**src/design/spic_defs.vh**
```
// Constants for the serial register port with interrupt flags and read checksum.
// Included by every design file of the port; holds definitions only.
`ifndef SPIC_DEFS_VH
`define SPIC_DEFS_VH

`define SPIC_ADDR_W 6
`define SPIC_CMD_WRITE_BIT 7
`define SPIC_A_IRQ_EN 6'h0f
`define SPIC_A_FLAGS 6'h10
`define SPIC_A_FLAGS_RC 6'h11
`define SPIC_A_SUM 6'h3e
`define SPIC_FLAG_W 16
`define SPIC_SUM_W 6
`define SPIC_IRQ_EN_RESET 16'h0000
`define SPIC_LEN_FLAGS 5'h10
`define SPIC_LEN_SUM 5'h08
`define SPIC_WORD_BITS 24

`endif

```
**src/design/spic_sync.v**
```verilog
// Two-stage synchroniser for a group of asynchronous pins.
// Assumes the inputs are levels that change slowly against clk_i.
`timescale 1ns/1ps
`include "spic_defs.vh"

module spic_sync #(
    parameter W = 3
) (
    input wire clk_i,
    input wire reset_i,
    input wire [W-1:0] async_i,
    input wire [W-1:0] reset_value_i,
    output reg [W-1:0] sync_o
);
    reg [W-1:0] meta;

    // Only the second stage is read outside this module
    always @(posedge clk_i) begin
        if (reset_i) begin
            // Reset to reset_value_i; the port gives cs_n its idle high level so no false select fall follows reset
            meta <= reset_value_i;
            sync_o <= reset_value_i;
        end else begin
            meta <= async_i;
            sync_o <= meta;
        end
    end
endmodule // spic_sync

```
**src/design/spic_irq.v**
```verilog
// Interrupt flags, enable gating and active-low request line.
// Assumes events are one-cycle pulses on clk_i; clear mask comes with clear_i.
`timescale 1ns/1ps
`include "spic_defs.vh"

module spic_irq #(
    parameter W = `SPIC_FLAG_W
) (
    input wire clk_i,
    input wire reset_i,
    input wire [W-1:0] events_i,
    input wire [W-1:0] enable_i,
    input wire clear_i,
    input wire [W-1:0] clear_mask_i,
    input wire hold_i,
    output reg [W-1:0] flags_o,
    output reg irq_n_o
);
    wire [W-1:0] next_flags;

    // Set wins over clear, so an event during a clearing read stays pending
    assign next_flags = (flags_o & ~(clear_i ? clear_mask_i : {W{1'b0}})) | events_i;

    always @(posedge clk_i) begin
        if (reset_i) begin
            flags_o <= {W{1'b0}};
            irq_n_o <= 1'b1;
        end else begin
            flags_o <= next_flags;
            irq_n_o <= ~((|(next_flags & enable_i)) & ~hold_i);
        end
    end
endmodule // spic_irq

```
**src/design/spic_port.v**
```verilog
// Serial register port: command decode, byte writes, snapshot reads, checksum, interrupts.
// Assumes sclk/din/cs_n pins are asynchronous to clk_i and sclk is far slower than clk_i;
// read data of other registers comes back combinationally from reg_addr_o; ext_len_i is taken while reg_addr_o still holds the previous address.
`timescale 1ns/1ps
`include "spic_defs.vh"

module spic_port #(
    parameter FLAG_W = `SPIC_FLAG_W
) (
    input wire clk_i,
    input wire reset_i,
    input wire sclk_i,
    input wire din_i,
    input wire cs_n_i,
    output reg dout_o,
    output reg dout_oe_n_o,
    output wire irq_o,
    output wire irq_oe_n_o,
    input wire [FLAG_W-1:0] events_i,
    output reg [5:0] reg_addr_o,
    input wire [1:0] ext_len_i,
    input wire [23:0] ext_rdata_i,
    output reg wr_stb_o,
    output reg [1:0] wr_sel_o,
    output reg [7:0] wr_data_o,
    output reg [15:0] irq_en_o
);
    localparam ST_CMD = 2'd0;
    localparam ST_LOAD = 2'd1;
    localparam ST_WR = 2'd2;
    localparam ST_RD = 2'd3;

    wire [2:0] pins_s;
    wire sclk_s;
    wire din_s;
    wire cs_n_s;
    reg sclk_d;
    reg cs_n_d;
    wire sclk_rise;
    wire sclk_fall;
    wire cs_fall;

    reg [1:0] state;
    reg [7:0] sh_in;
    reg [4:0] cnt;
    reg [4:0] nbits;
    reg [23:0] sh_out;
    reg [5:0] sum;
    reg hold;
    reg clr;
    reg [FLAG_W-1:0] clr_mask;
    reg [23:0] rd_word;
    reg [4:0] len_bits;
    wire [FLAG_W-1:0] flags;
    wire irq_n;
    wire [7:0] next_sh_in;
    wire [4:0] next_cnt;

    spic_sync #(
        .W(3)
    ) u_sync (
        .clk_i(clk_i),
        .reset_i(reset_i),
        .async_i({sclk_i, din_i, cs_n_i}),
        .reset_value_i(3'h1),
        .sync_o(pins_s)
    );

    assign sclk_s = pins_s[2];
    assign din_s = pins_s[1];
    // Chip select resets high in the synchroniser, so reset gives no false select fall
    assign cs_n_s = pins_s[0];
    assign sclk_rise = sclk_s & ~sclk_d & ~cs_n_s;
    assign sclk_fall = ~sclk_s & sclk_d & ~cs_n_s;
    assign cs_fall = cs_n_d & ~cs_n_s;
    assign next_sh_in = {sh_in[6:0], din_s};
    assign next_cnt = cnt + 5'h01;

    spic_irq #(
        .W(FLAG_W)
    ) u_irq (
        .clk_i(clk_i),
        .reset_i(reset_i),
        .events_i(events_i),
        .enable_i(irq_en_o),
        .clear_i(clr),
        .clear_mask_i(clr_mask),
        .hold_i(hold),
        .flags_o(flags),
        .irq_n_o(irq_n)
    );

    // Open drain: value always low, enable low while pulling the line down
    assign irq_o = 1'b0;
    assign irq_oe_n_o = irq_n;

    // Register length in bits for the address being decoded
    always @* begin
        case (next_sh_in[5:0])
            `SPIC_A_IRQ_EN, `SPIC_A_FLAGS, `SPIC_A_FLAGS_RC: len_bits = `SPIC_LEN_FLAGS;
            `SPIC_A_SUM: len_bits = `SPIC_LEN_SUM;
            default: len_bits = (ext_len_i == 2'd0) ? 5'h08 : {ext_len_i, 3'b000};
        endcase
    end

    always @* begin
        case (reg_addr_o)
            `SPIC_A_IRQ_EN: rd_word = {8'h00, irq_en_o};
            `SPIC_A_FLAGS, `SPIC_A_FLAGS_RC: rd_word = {8'h00, flags};
            `SPIC_A_SUM: rd_word = {18'h00000, sum};
            default: rd_word = ext_rdata_i;
        endcase
    end

    always @(posedge clk_i) begin
        if (reset_i) begin
            sclk_d <= 1'b0;
            cs_n_d <= 1'b1;
        end else begin
            sclk_d <= sclk_s;
            cs_n_d <= cs_n_s;
        end
    end

    always @(posedge clk_i) begin
        if (reset_i) begin
            state <= ST_CMD;
            sh_in <= 8'h00;
            cnt <= 5'h00;
            nbits <= 5'h00;
            sh_out <= 24'h000000;
            sum <= 6'h00;
            hold <= 1'b0;
            clr <= 1'b0;
            clr_mask <= {FLAG_W{1'b0}};
            dout_o <= 1'b0;
            dout_oe_n_o <= 1'b1;
            reg_addr_o <= 6'h00;
            wr_stb_o <= 1'b0;
            wr_sel_o <= 2'd0;
            wr_data_o <= 8'h00;
            irq_en_o <= `SPIC_IRQ_EN_RESET;
        end else begin
            wr_stb_o <= 1'b0;
            clr <= 1'b0;
            if (cs_n_s) begin
                // Abort: partial write byte is dropped, output floats at once
                state <= ST_CMD;
                cnt <= 5'h00;
                dout_oe_n_o <= 1'b1;
                hold <= 1'b0;
            end else if (cs_fall) begin
                state <= ST_CMD;
                cnt <= 5'h00;
                dout_oe_n_o <= 1'b1;
            end else begin
                case (state)
                    ST_CMD: begin
                        if (sclk_fall) begin
                            sh_in <= next_sh_in;
                            cnt <= next_cnt;
                            if (cnt == 5'd7) begin
                                cnt <= 5'h00;
                                reg_addr_o <= next_sh_in[5:0];
                                nbits <= len_bits;
                                if (next_sh_in[`SPIC_CMD_WRITE_BIT]) begin
                                    state <= ST_WR;
                                end else begin
                                    state <= ST_LOAD;
                                    // Line released from the command's last falling edge
                                    if (next_sh_in[5:0] == `SPIC_A_FLAGS_RC) begin
                                        hold <= 1'b1;
                                    end
                                end
                            end
                        end
                    end
                    ST_LOAD: begin
                        // Whole word frozen now; later updates cannot tear it
                        sh_out <= rd_word << (5'd24 - nbits);
                        sum <= 6'h00;
                        state <= ST_RD;
                        if (reg_addr_o == `SPIC_A_FLAGS_RC) begin
                            clr <= 1'b1;
                            clr_mask <= flags;
                        end
                    end
                    ST_WR: begin
                        if (sclk_fall) begin
                            sh_in <= next_sh_in;
                            cnt <= next_cnt;
                            if (cnt[2:0] == 3'd7) begin
                                wr_stb_o <= 1'b1;
                                wr_data_o <= next_sh_in;
                                wr_sel_o <= nbits[4:3] - next_cnt[4:3];
                                if (reg_addr_o == `SPIC_A_IRQ_EN) begin
                                    if (nbits[4:3] - next_cnt[4:3] == 2'd1) begin
                                        irq_en_o[15:8] <= next_sh_in;
                                    end else begin
                                        irq_en_o[7:0] <= next_sh_in;
                                    end
                                end
                                if (next_cnt == nbits) begin
                                    state <= ST_CMD;
                                    cnt <= 5'h00;
                                end
                            end
                        end
                    end
                    ST_RD: begin
                        if (sclk_rise && cnt != nbits) begin
                            dout_o <= sh_out[23];
                            dout_oe_n_o <= 1'b0;
                            sh_out <= {sh_out[22:0], 1'b0};
                            sum <= sum + {5'h00, sh_out[23]};
                            cnt <= next_cnt;
                        end else if (sclk_fall && cnt == nbits) begin
                            dout_oe_n_o <= 1'b1;
                            state <= ST_CMD;
                            cnt <= 5'h00;
                            hold <= 1'b0;
                        end
                    end
                    default: state <= ST_CMD;
                endcase
            end
        end
    end
endmodule // spic_port

```
**config.mk**
```make
export PLATFORM = sky130hd
export DESIGN_NAME = spic_port
export DESIGN_NICKNAME = d
export VERILOG_FILES = /design/src/design/spic_sync.v /design/src/design/spic_irq.v /design/src/design/spic_port.v
export VERILOG_INCLUDE_DIRS = /design/src /design/src/design
export SDC_FILE = /design/constraint.sdc
export NUM_CORES = 1
export LEC_CHECK = 0
export BUFFER_PORTS_ARGS = -buffer_cell sky130_fd_sc_hd__buf_4
export CELL_PAD_IN_SITES_DETAIL_PLACEMENT = 0
export CELL_PAD_IN_SITES_GLOBAL_PLACEMENT = 2
export CORE_MARGIN = 2
export CORE_UTILIZATION = 38
export CTS_BUF_LIST = sky130_fd_sc_hd__clkbuf_8
export DETAILED_ROUTE_END_ITERATION = 10
export PLACE_DENSITY_LB_ADDON = 0.1
export SYNTH_ARGS = -nofsm -noshare
export SYNTH_HDL_FRONTEND = slang
export SYNTH_SLANG_ARGS = --single-unit
```
**constraint.sdc**
```tcl
create_clock -name clk_i -period 4.8 [get_ports clk_i]
set_input_delay 0.96 -clock clk_i [delete_from_list [all_inputs] [get_ports clk_i]]
set_output_delay 0.96 -clock clk_i [all_outputs]
set_load 0.01 [all_outputs]
```
=== Word-level counts from Yosys, hierarchy flattened ===
Index checks and enable logic that the tools add are counted.
W data, S select, Z words.

* Word-level logic and storage cells: 140
* Bits in registers: 127

* Bitwise logic cells: 20
* $add $sub $neg: 4
* Muxes and demuxes: 36
* Shifts and indexed selects: 1
* Reduce and logical (&&, ||, !) cells: 28
* Eq/ne operators: 28

{| class="wikitable"
|+ Operator list
! cell !! number
|-
| $pmux W24 S3 || 1
|-
| $pmux W24 S2 || 1
|-
| $mux W5 || 8
|-
| $and A16 B16 Y16 || 2
|-
| $eq A6 B5 Y1 const B || 4
|-
| $mux W24 || 1
|-
| $shl A24 B5 Y24 || 1
|-
| $reduce_and A7 Y1 || 3
|-
| $ne A2 B2 Y1 const B || 10
|-
| $reduce_and A4 Y1 || 5
|-
| $mux W16 || 1
|-
| $mux W2 || 8
|-
| $not A16 Y16 || 1
|-
| $or A16 B16 Y16 || 1
|-
| $reduce_or A16 Y1 || 1
|-
| $pmux W5 S3 || 1
|-
| $eq A6 B4 Y1 const B || 2
|-
| $eq A6 B6 Y1 const B || 2
|-
| $pmux W6 S2 || 1
|-
| $eq A5 B5 Y1 || 2
|-
| $mux W1 || 10
|-
| $not A1 Y1 || 10
|-
| $pmux W5 S2 || 1
|-
| $reduce_and A5 Y1 || 2
|-
| other kinds (24) || 38
|}

=== Logic depth before layout (Yosys ltp) ===
* Word-level depth: 8
* Depth in mapped cells: 9

=== Cells and area by module ===
A second synthesis with hierarchy kept.

* Cells, all modules: 665
* Area total of the unflattened synthesis: 5885.6 um2

{| class="wikitable"
|+ By module, submodules not included
! module !! cells an instance !! seq. area each (um2) !! times used !! area each (um2)
|-
| spic_port || 562 || 2021.9 || 1 || 4927.2
|-
| spic_irq || 90 || 340.3 || 1 || 737.0
|-
| spic_sync || 13 || 120.1 || 1 || 221.5
|}

=== Least setup slack after synthesis ===
Ideal clock, no wire load.

* Path type: reg-to-reg
* From: register reg_addr_o[0]
* To: register sh_out[9]
* Stages on the path, launching flop included: 9
* Required time: 4.666 ns
* Arrival time: 1.893 ns
* Path buffers: 2
* Clock period less this slack: 2.027 ns
* Setup slack: 2.773 ns
* Cells stage by stage: dfxtp_1 or3b_1 buf_2 a21oi_4 nor2_1 buf_2 a221o_1 a22oi_1 a211oi_1

* Longest elaborated chain between the ends: 5
* Elaborated cells between the ends (all ways): 8
* Classes of those cells: 4 x eq/ne; 1 x shift; 2 x mux; 1 x reduce/logical

{| class="wikitable"
|+ Ends and longest elaborated chain
! element !! line !! RTL
|-
| from (decl) || spic_port.v:20 || <nowiki>output reg [5:0] reg_addr_o,</nowiki>
|-
| from (signal assigned) || spic_port.v:164 || <nowiki>reg_addr_o <= next_sh_in[5:0];</nowiki>
|-
| $eq A6 B5 Y1 || spic_port.v:107 || <nowiki>case (reg_addr_o)</nowiki>
|-
| $reduce_or A2 Y1 || spic_port.v:107 ||
|-
| $pmux W24 S3 * || spic_port.v:107 ||
|-
| $shl A24 B5 Y24 * || spic_port.v:180 || <nowiki>sh_out <= rd_word << (5'd24 - nbits);</nowiki>
|-
| $pmux W24 S2 * || spic_port.v:157 || <nowiki>case (state)</nowiki>
|-
| to (signal assigned) || spic_port.v:180 ||
|-
| to (signal assigned) || spic_port.v:214 || <nowiki>sh_out <= {sh_out[22:0], 1'b0};</nowiki>
|-
| to (decl) || spic_port.v:47 || <nowiki>reg [23:0] sh_out;</nowiki>
|}

Mark *: on every way between the ends. The rest lies on a longest branch, timed or not.
A chain may end at the register's enable or synchronous reset.

=== Worst setup path in the final report ===
* From: register nbits[3]
* To: register irq_en_o[10]

* Longest elaborated chain between the ends: 3

{| class="wikitable"
|+ Ends and longest elaborated chain
! element !! line !! RTL
|-
| from (decl) || spic_port.v:46 || <nowiki>reg [4:0] nbits;</nowiki>
|-
| from (signal assigned) || spic_port.v:165 || <nowiki>nbits <= len_bits;</nowiki>
|-
| $sub A2 B2 Y2 || spic_port.v:197 || <nowiki>if (nbits[4:3] - next_cnt[4:3] == 2'd1) begin</nowiki>
|-
| $eq A2 B1 Y1 || spic_port.v:197 ||
|-
| $reduce_and A7 Y1 (no source line) || -- ||
|-
| to (signal assigned) || spic_port.v:142 || <nowiki>irq_en_o <= `SPIC_IRQ_EN_RESET;</nowiki>
|-
| to (signal assigned) || spic_port.v:198 || <nowiki>irq_en_o[15:8] <= next_sh_in;</nowiki>
|-
| to (decl) || spic_port.v:26 || <nowiki>output reg [15:0] irq_en_o</nowiki>
|}

No other way between the ends.

==> flow_metrics.tcl <==
set metrics [dict create \
    status "completed" \
    swShare 0.2233 \
    fin_crit_sh 0.5913 \
    p_per_area_mw_per_mm2 302.3 \
    ys_types 71 \
    dieArea_mm2 0.01623 \
    nets 809 \
    ys.flop_type "dfxtp_1" \
    finalSetupViolCount 0 \
    clk_pin_slew_worst_paths_ns 0.07 \
    wl_um 17780 \
    cp-end-kind "flop" \
    drv_slew 0 \
    intPower_w 0.001601 \
    drt_drc_violations_left 0 \
    fmax_mhz 352.3 \
    antenna_found_initial 0 \
    synthArstFlopShare 0 \
    worst_skew_pair.late_latency_ns 0.44 \
    synth_top_area_cell "dfxtp_1" \
    cts_hold_buffers 0 \
    ff2ff_path_depth 7 \
    r2r-start "nbits[3]" \
    cp_max_fo 22 \
    crit_end "irq_en_o[10]" \
    share_seq_of_total_power 0.510 \
    fillerInstances 1506 \
    place.gp.congestion 0.8164 \
    vias 5346 \
    io_buffer_count 82 \
    die_w_um 127.4 \
    first_global_vias 5062 \
    io_pins 84 \
    grt_max_degree 92 \
    grt-ovfl-total 0 \
    min_period_ns 2.838 \
    worstSetupPathType "flop to flop" \
    ctsResizeCount 0 \
    holdCritPathClass "flop to flop" \
    vias_per_cell 5.592 \
    crit_required_ns 5.12 \
    cp.arrival_ns 3.16 \
    grt_pass1_wl_um 27710 \
    final_core_util 0.4538 \
    ys_ff_latch 124 \
    finalPower_w 0.002062 \
    leakage_nw 2.547 \
    cts_max_level 4 \
    dr.first_iter.drc_count 500 \
    start_util 0.3849 \
    ant_nets 0 \
    rr_endpoint "irq_en_o[10]" \
    tightest_slew_ns 0.9986 \
    ys_seq_area_frac 0.4290 \
    clock_path_buffers 2 \
    place_hpwl_um 12500 \
    diodes 0 \
    synth_edf_count 0 \
    die_h_um 127.4 \
    wl_met3_um 935 \
    routedLengthMet1_um 8430 \
    grt.total_usage 0.2216 \
    rrSetupSlack_ns 1.96 \
    synth_common_cells "dfxtp_1, nor2_1, nand2_1" \
    cp-startpoint "nbits[3]" \
    synth_most_common_cell "dfxtp_1" \
    clkPwrFrac 0.449 \
    yosysTopAreaCellShare 0.4290 \
    drt_pre_antenna_iters 7 \
    cts_buffers 17 \
    post_cts_buffers 0 \
    netSwitchingPower_w 0.0004604 \
    drv_cap 0 \
    cts_tree "built" \
    ir_worst_vdd_mv 0.1780 \
    wl_per_cell_um 18.59 \
    netlist_instances 702 \
    start_kind "flop" \
    hold_viol 0 \
    root_buffer "clkbuf_8" \
    finalClockSkew_ns 0.009587 \
    mappedNetlistNets 755 \
    area_growth_pct 17.88 \
    tns_ns 0 \
    cts.sinks 124 \
    fp.coreArea_mm2 0.01503 \
    route.met2.wl_um 8127 \
    synth_area_leaders "dfxtp_1, nor2_1, nand2_1" \
    routed.top_layer "met4" \
    combinationalPowerShare 0.041 \
    drive_gt1_frac 0.1758 \
    rows 45 \
    max_slew_margin 0.3342 \
    rsz0062_at_grt "false" \
    yosysWarnings 0 \
    synth_area_mm2 0.005787 \
    syn_area_per_cell_um2 8.243 \
]
## cell families after synthesis
family                     Yosys count  synth area share
and+or+nand+nor                    289            0.2294
xor gates and xnor gates             9           0.01730
DFF                                124            0.4290
muxes                               32           0.05535
other                                1         0.0006480
adders and majority gates            6           0.01297
buffers and inverters               80           0.06205
AOI/OAI and AO/OA                  161            0.1933
## power groups by stage
stage                     Combinational, W  Clock [W]  Sequential [W]
after floorplan                  0.0000410          0         0.00107
final                            0.0000837   0.000927         0.00105
after CTS                        0.0000838   0.000944         0.00105
after global placement           0.0000826          0         0.00107
after global routing             0.0000908   0.000995         0.00105
after detailed placement         0.0000836          0         0.00107
## layout make-up
| class | count | area [µm²] | share of cell area |
|---|---|---|---|
| Clock buffer | 22 | 302.8 | 0.04439 |
| Clock inverter | 9 | 95.09 | 0.01394 |
| Inverter | 29 | 108.9 | 0.01596 |
| Multi-Input combinational cell | 498 | 2952 | 0.4327 |
| Sequential cell | 124 | 2482 | 0.3639 |
| Tap cell | 188 | 235.2 | 0.03448 |
| Timing Repair Buffer | 86 | 645.6 | 0.09464 |
## per-stage QoR
step	instance area, µm²	setup WS (ns)	instances	hold WS [ns]
after floorplan	5787	2.773	702	0.3895
after global placement	6424	2.087	925	0.3962
after detailed placement	6424	1.982	925	0.3960
after CTS	6822	1.973	956	0.4128
after global routing	6822	1.712	956	0.4370
final	6822	1.962	956	0.4085
## worst max-delay path, cell delays in order, from the launching register on
cell,delay [ns]
dfxtp_1,0.79
inv_1,0.29
ha_1,0.29
xnor3_1,0.38
nor2_1,0.18
and3_1,0.48
mux2i_1,0.26
nor2_1,0.06
## registers in the layout (all words and copies together) (netlist names), 2 cells and up
name and count:
cnt 5, sum 6, u_sync.sync_o 3, clr_mask 16, sh_out 24, wr_sel_o 2, wr_data_o 8, nbits 2
u_irq.flags_o 16, irq_en_o 16, reg_addr_o 6, u_sync.meta 3, state 2, sh_in 7
## routing by layer
metal  up-vias  track usage
li1       2563            -
met1      2580       0.2999
met2       175       0.3504
met3        28      0.05486
met4         0      0.06723
met5         -            0
## layout by cell type (no fill, tap or decap), types with 11 or more instances in the layout
cell type  count
a22oi_1       11
dfxtp_1      124
a21oi_1       62
inv_1         32
mux2i_1       32
nor3_1        15
clkbuf_8      22
buf_4         86
a221oi_1      11
nand2_1       98
nor2_1       102
## worst min-delay path by stage
stage / depth (start not counted) / endpoint / startpoint / slack (ns)
floorplan: 1 / u_sync.sync_o[0] / u_sync.meta[0] / 0.39
global route: 1 / u_sync.sync_o[0] / u_sync.meta[0] / 0.44
finish: 1 / u_sync.sync_o[0] / u_sync.meta[0] / 0.41
CTS: 1 / u_sync.sync_o[0] / u_sync.meta[0] / 0.41
global placement: 1 / u_sync.sync_o[0] / u_sync.meta[0] / 0.40
detailed placement: 1 / u_sync.sync_o[0] / u_sync.meta[0] / 0.40
Note: power is estimated with default switching activity, not from simulation.
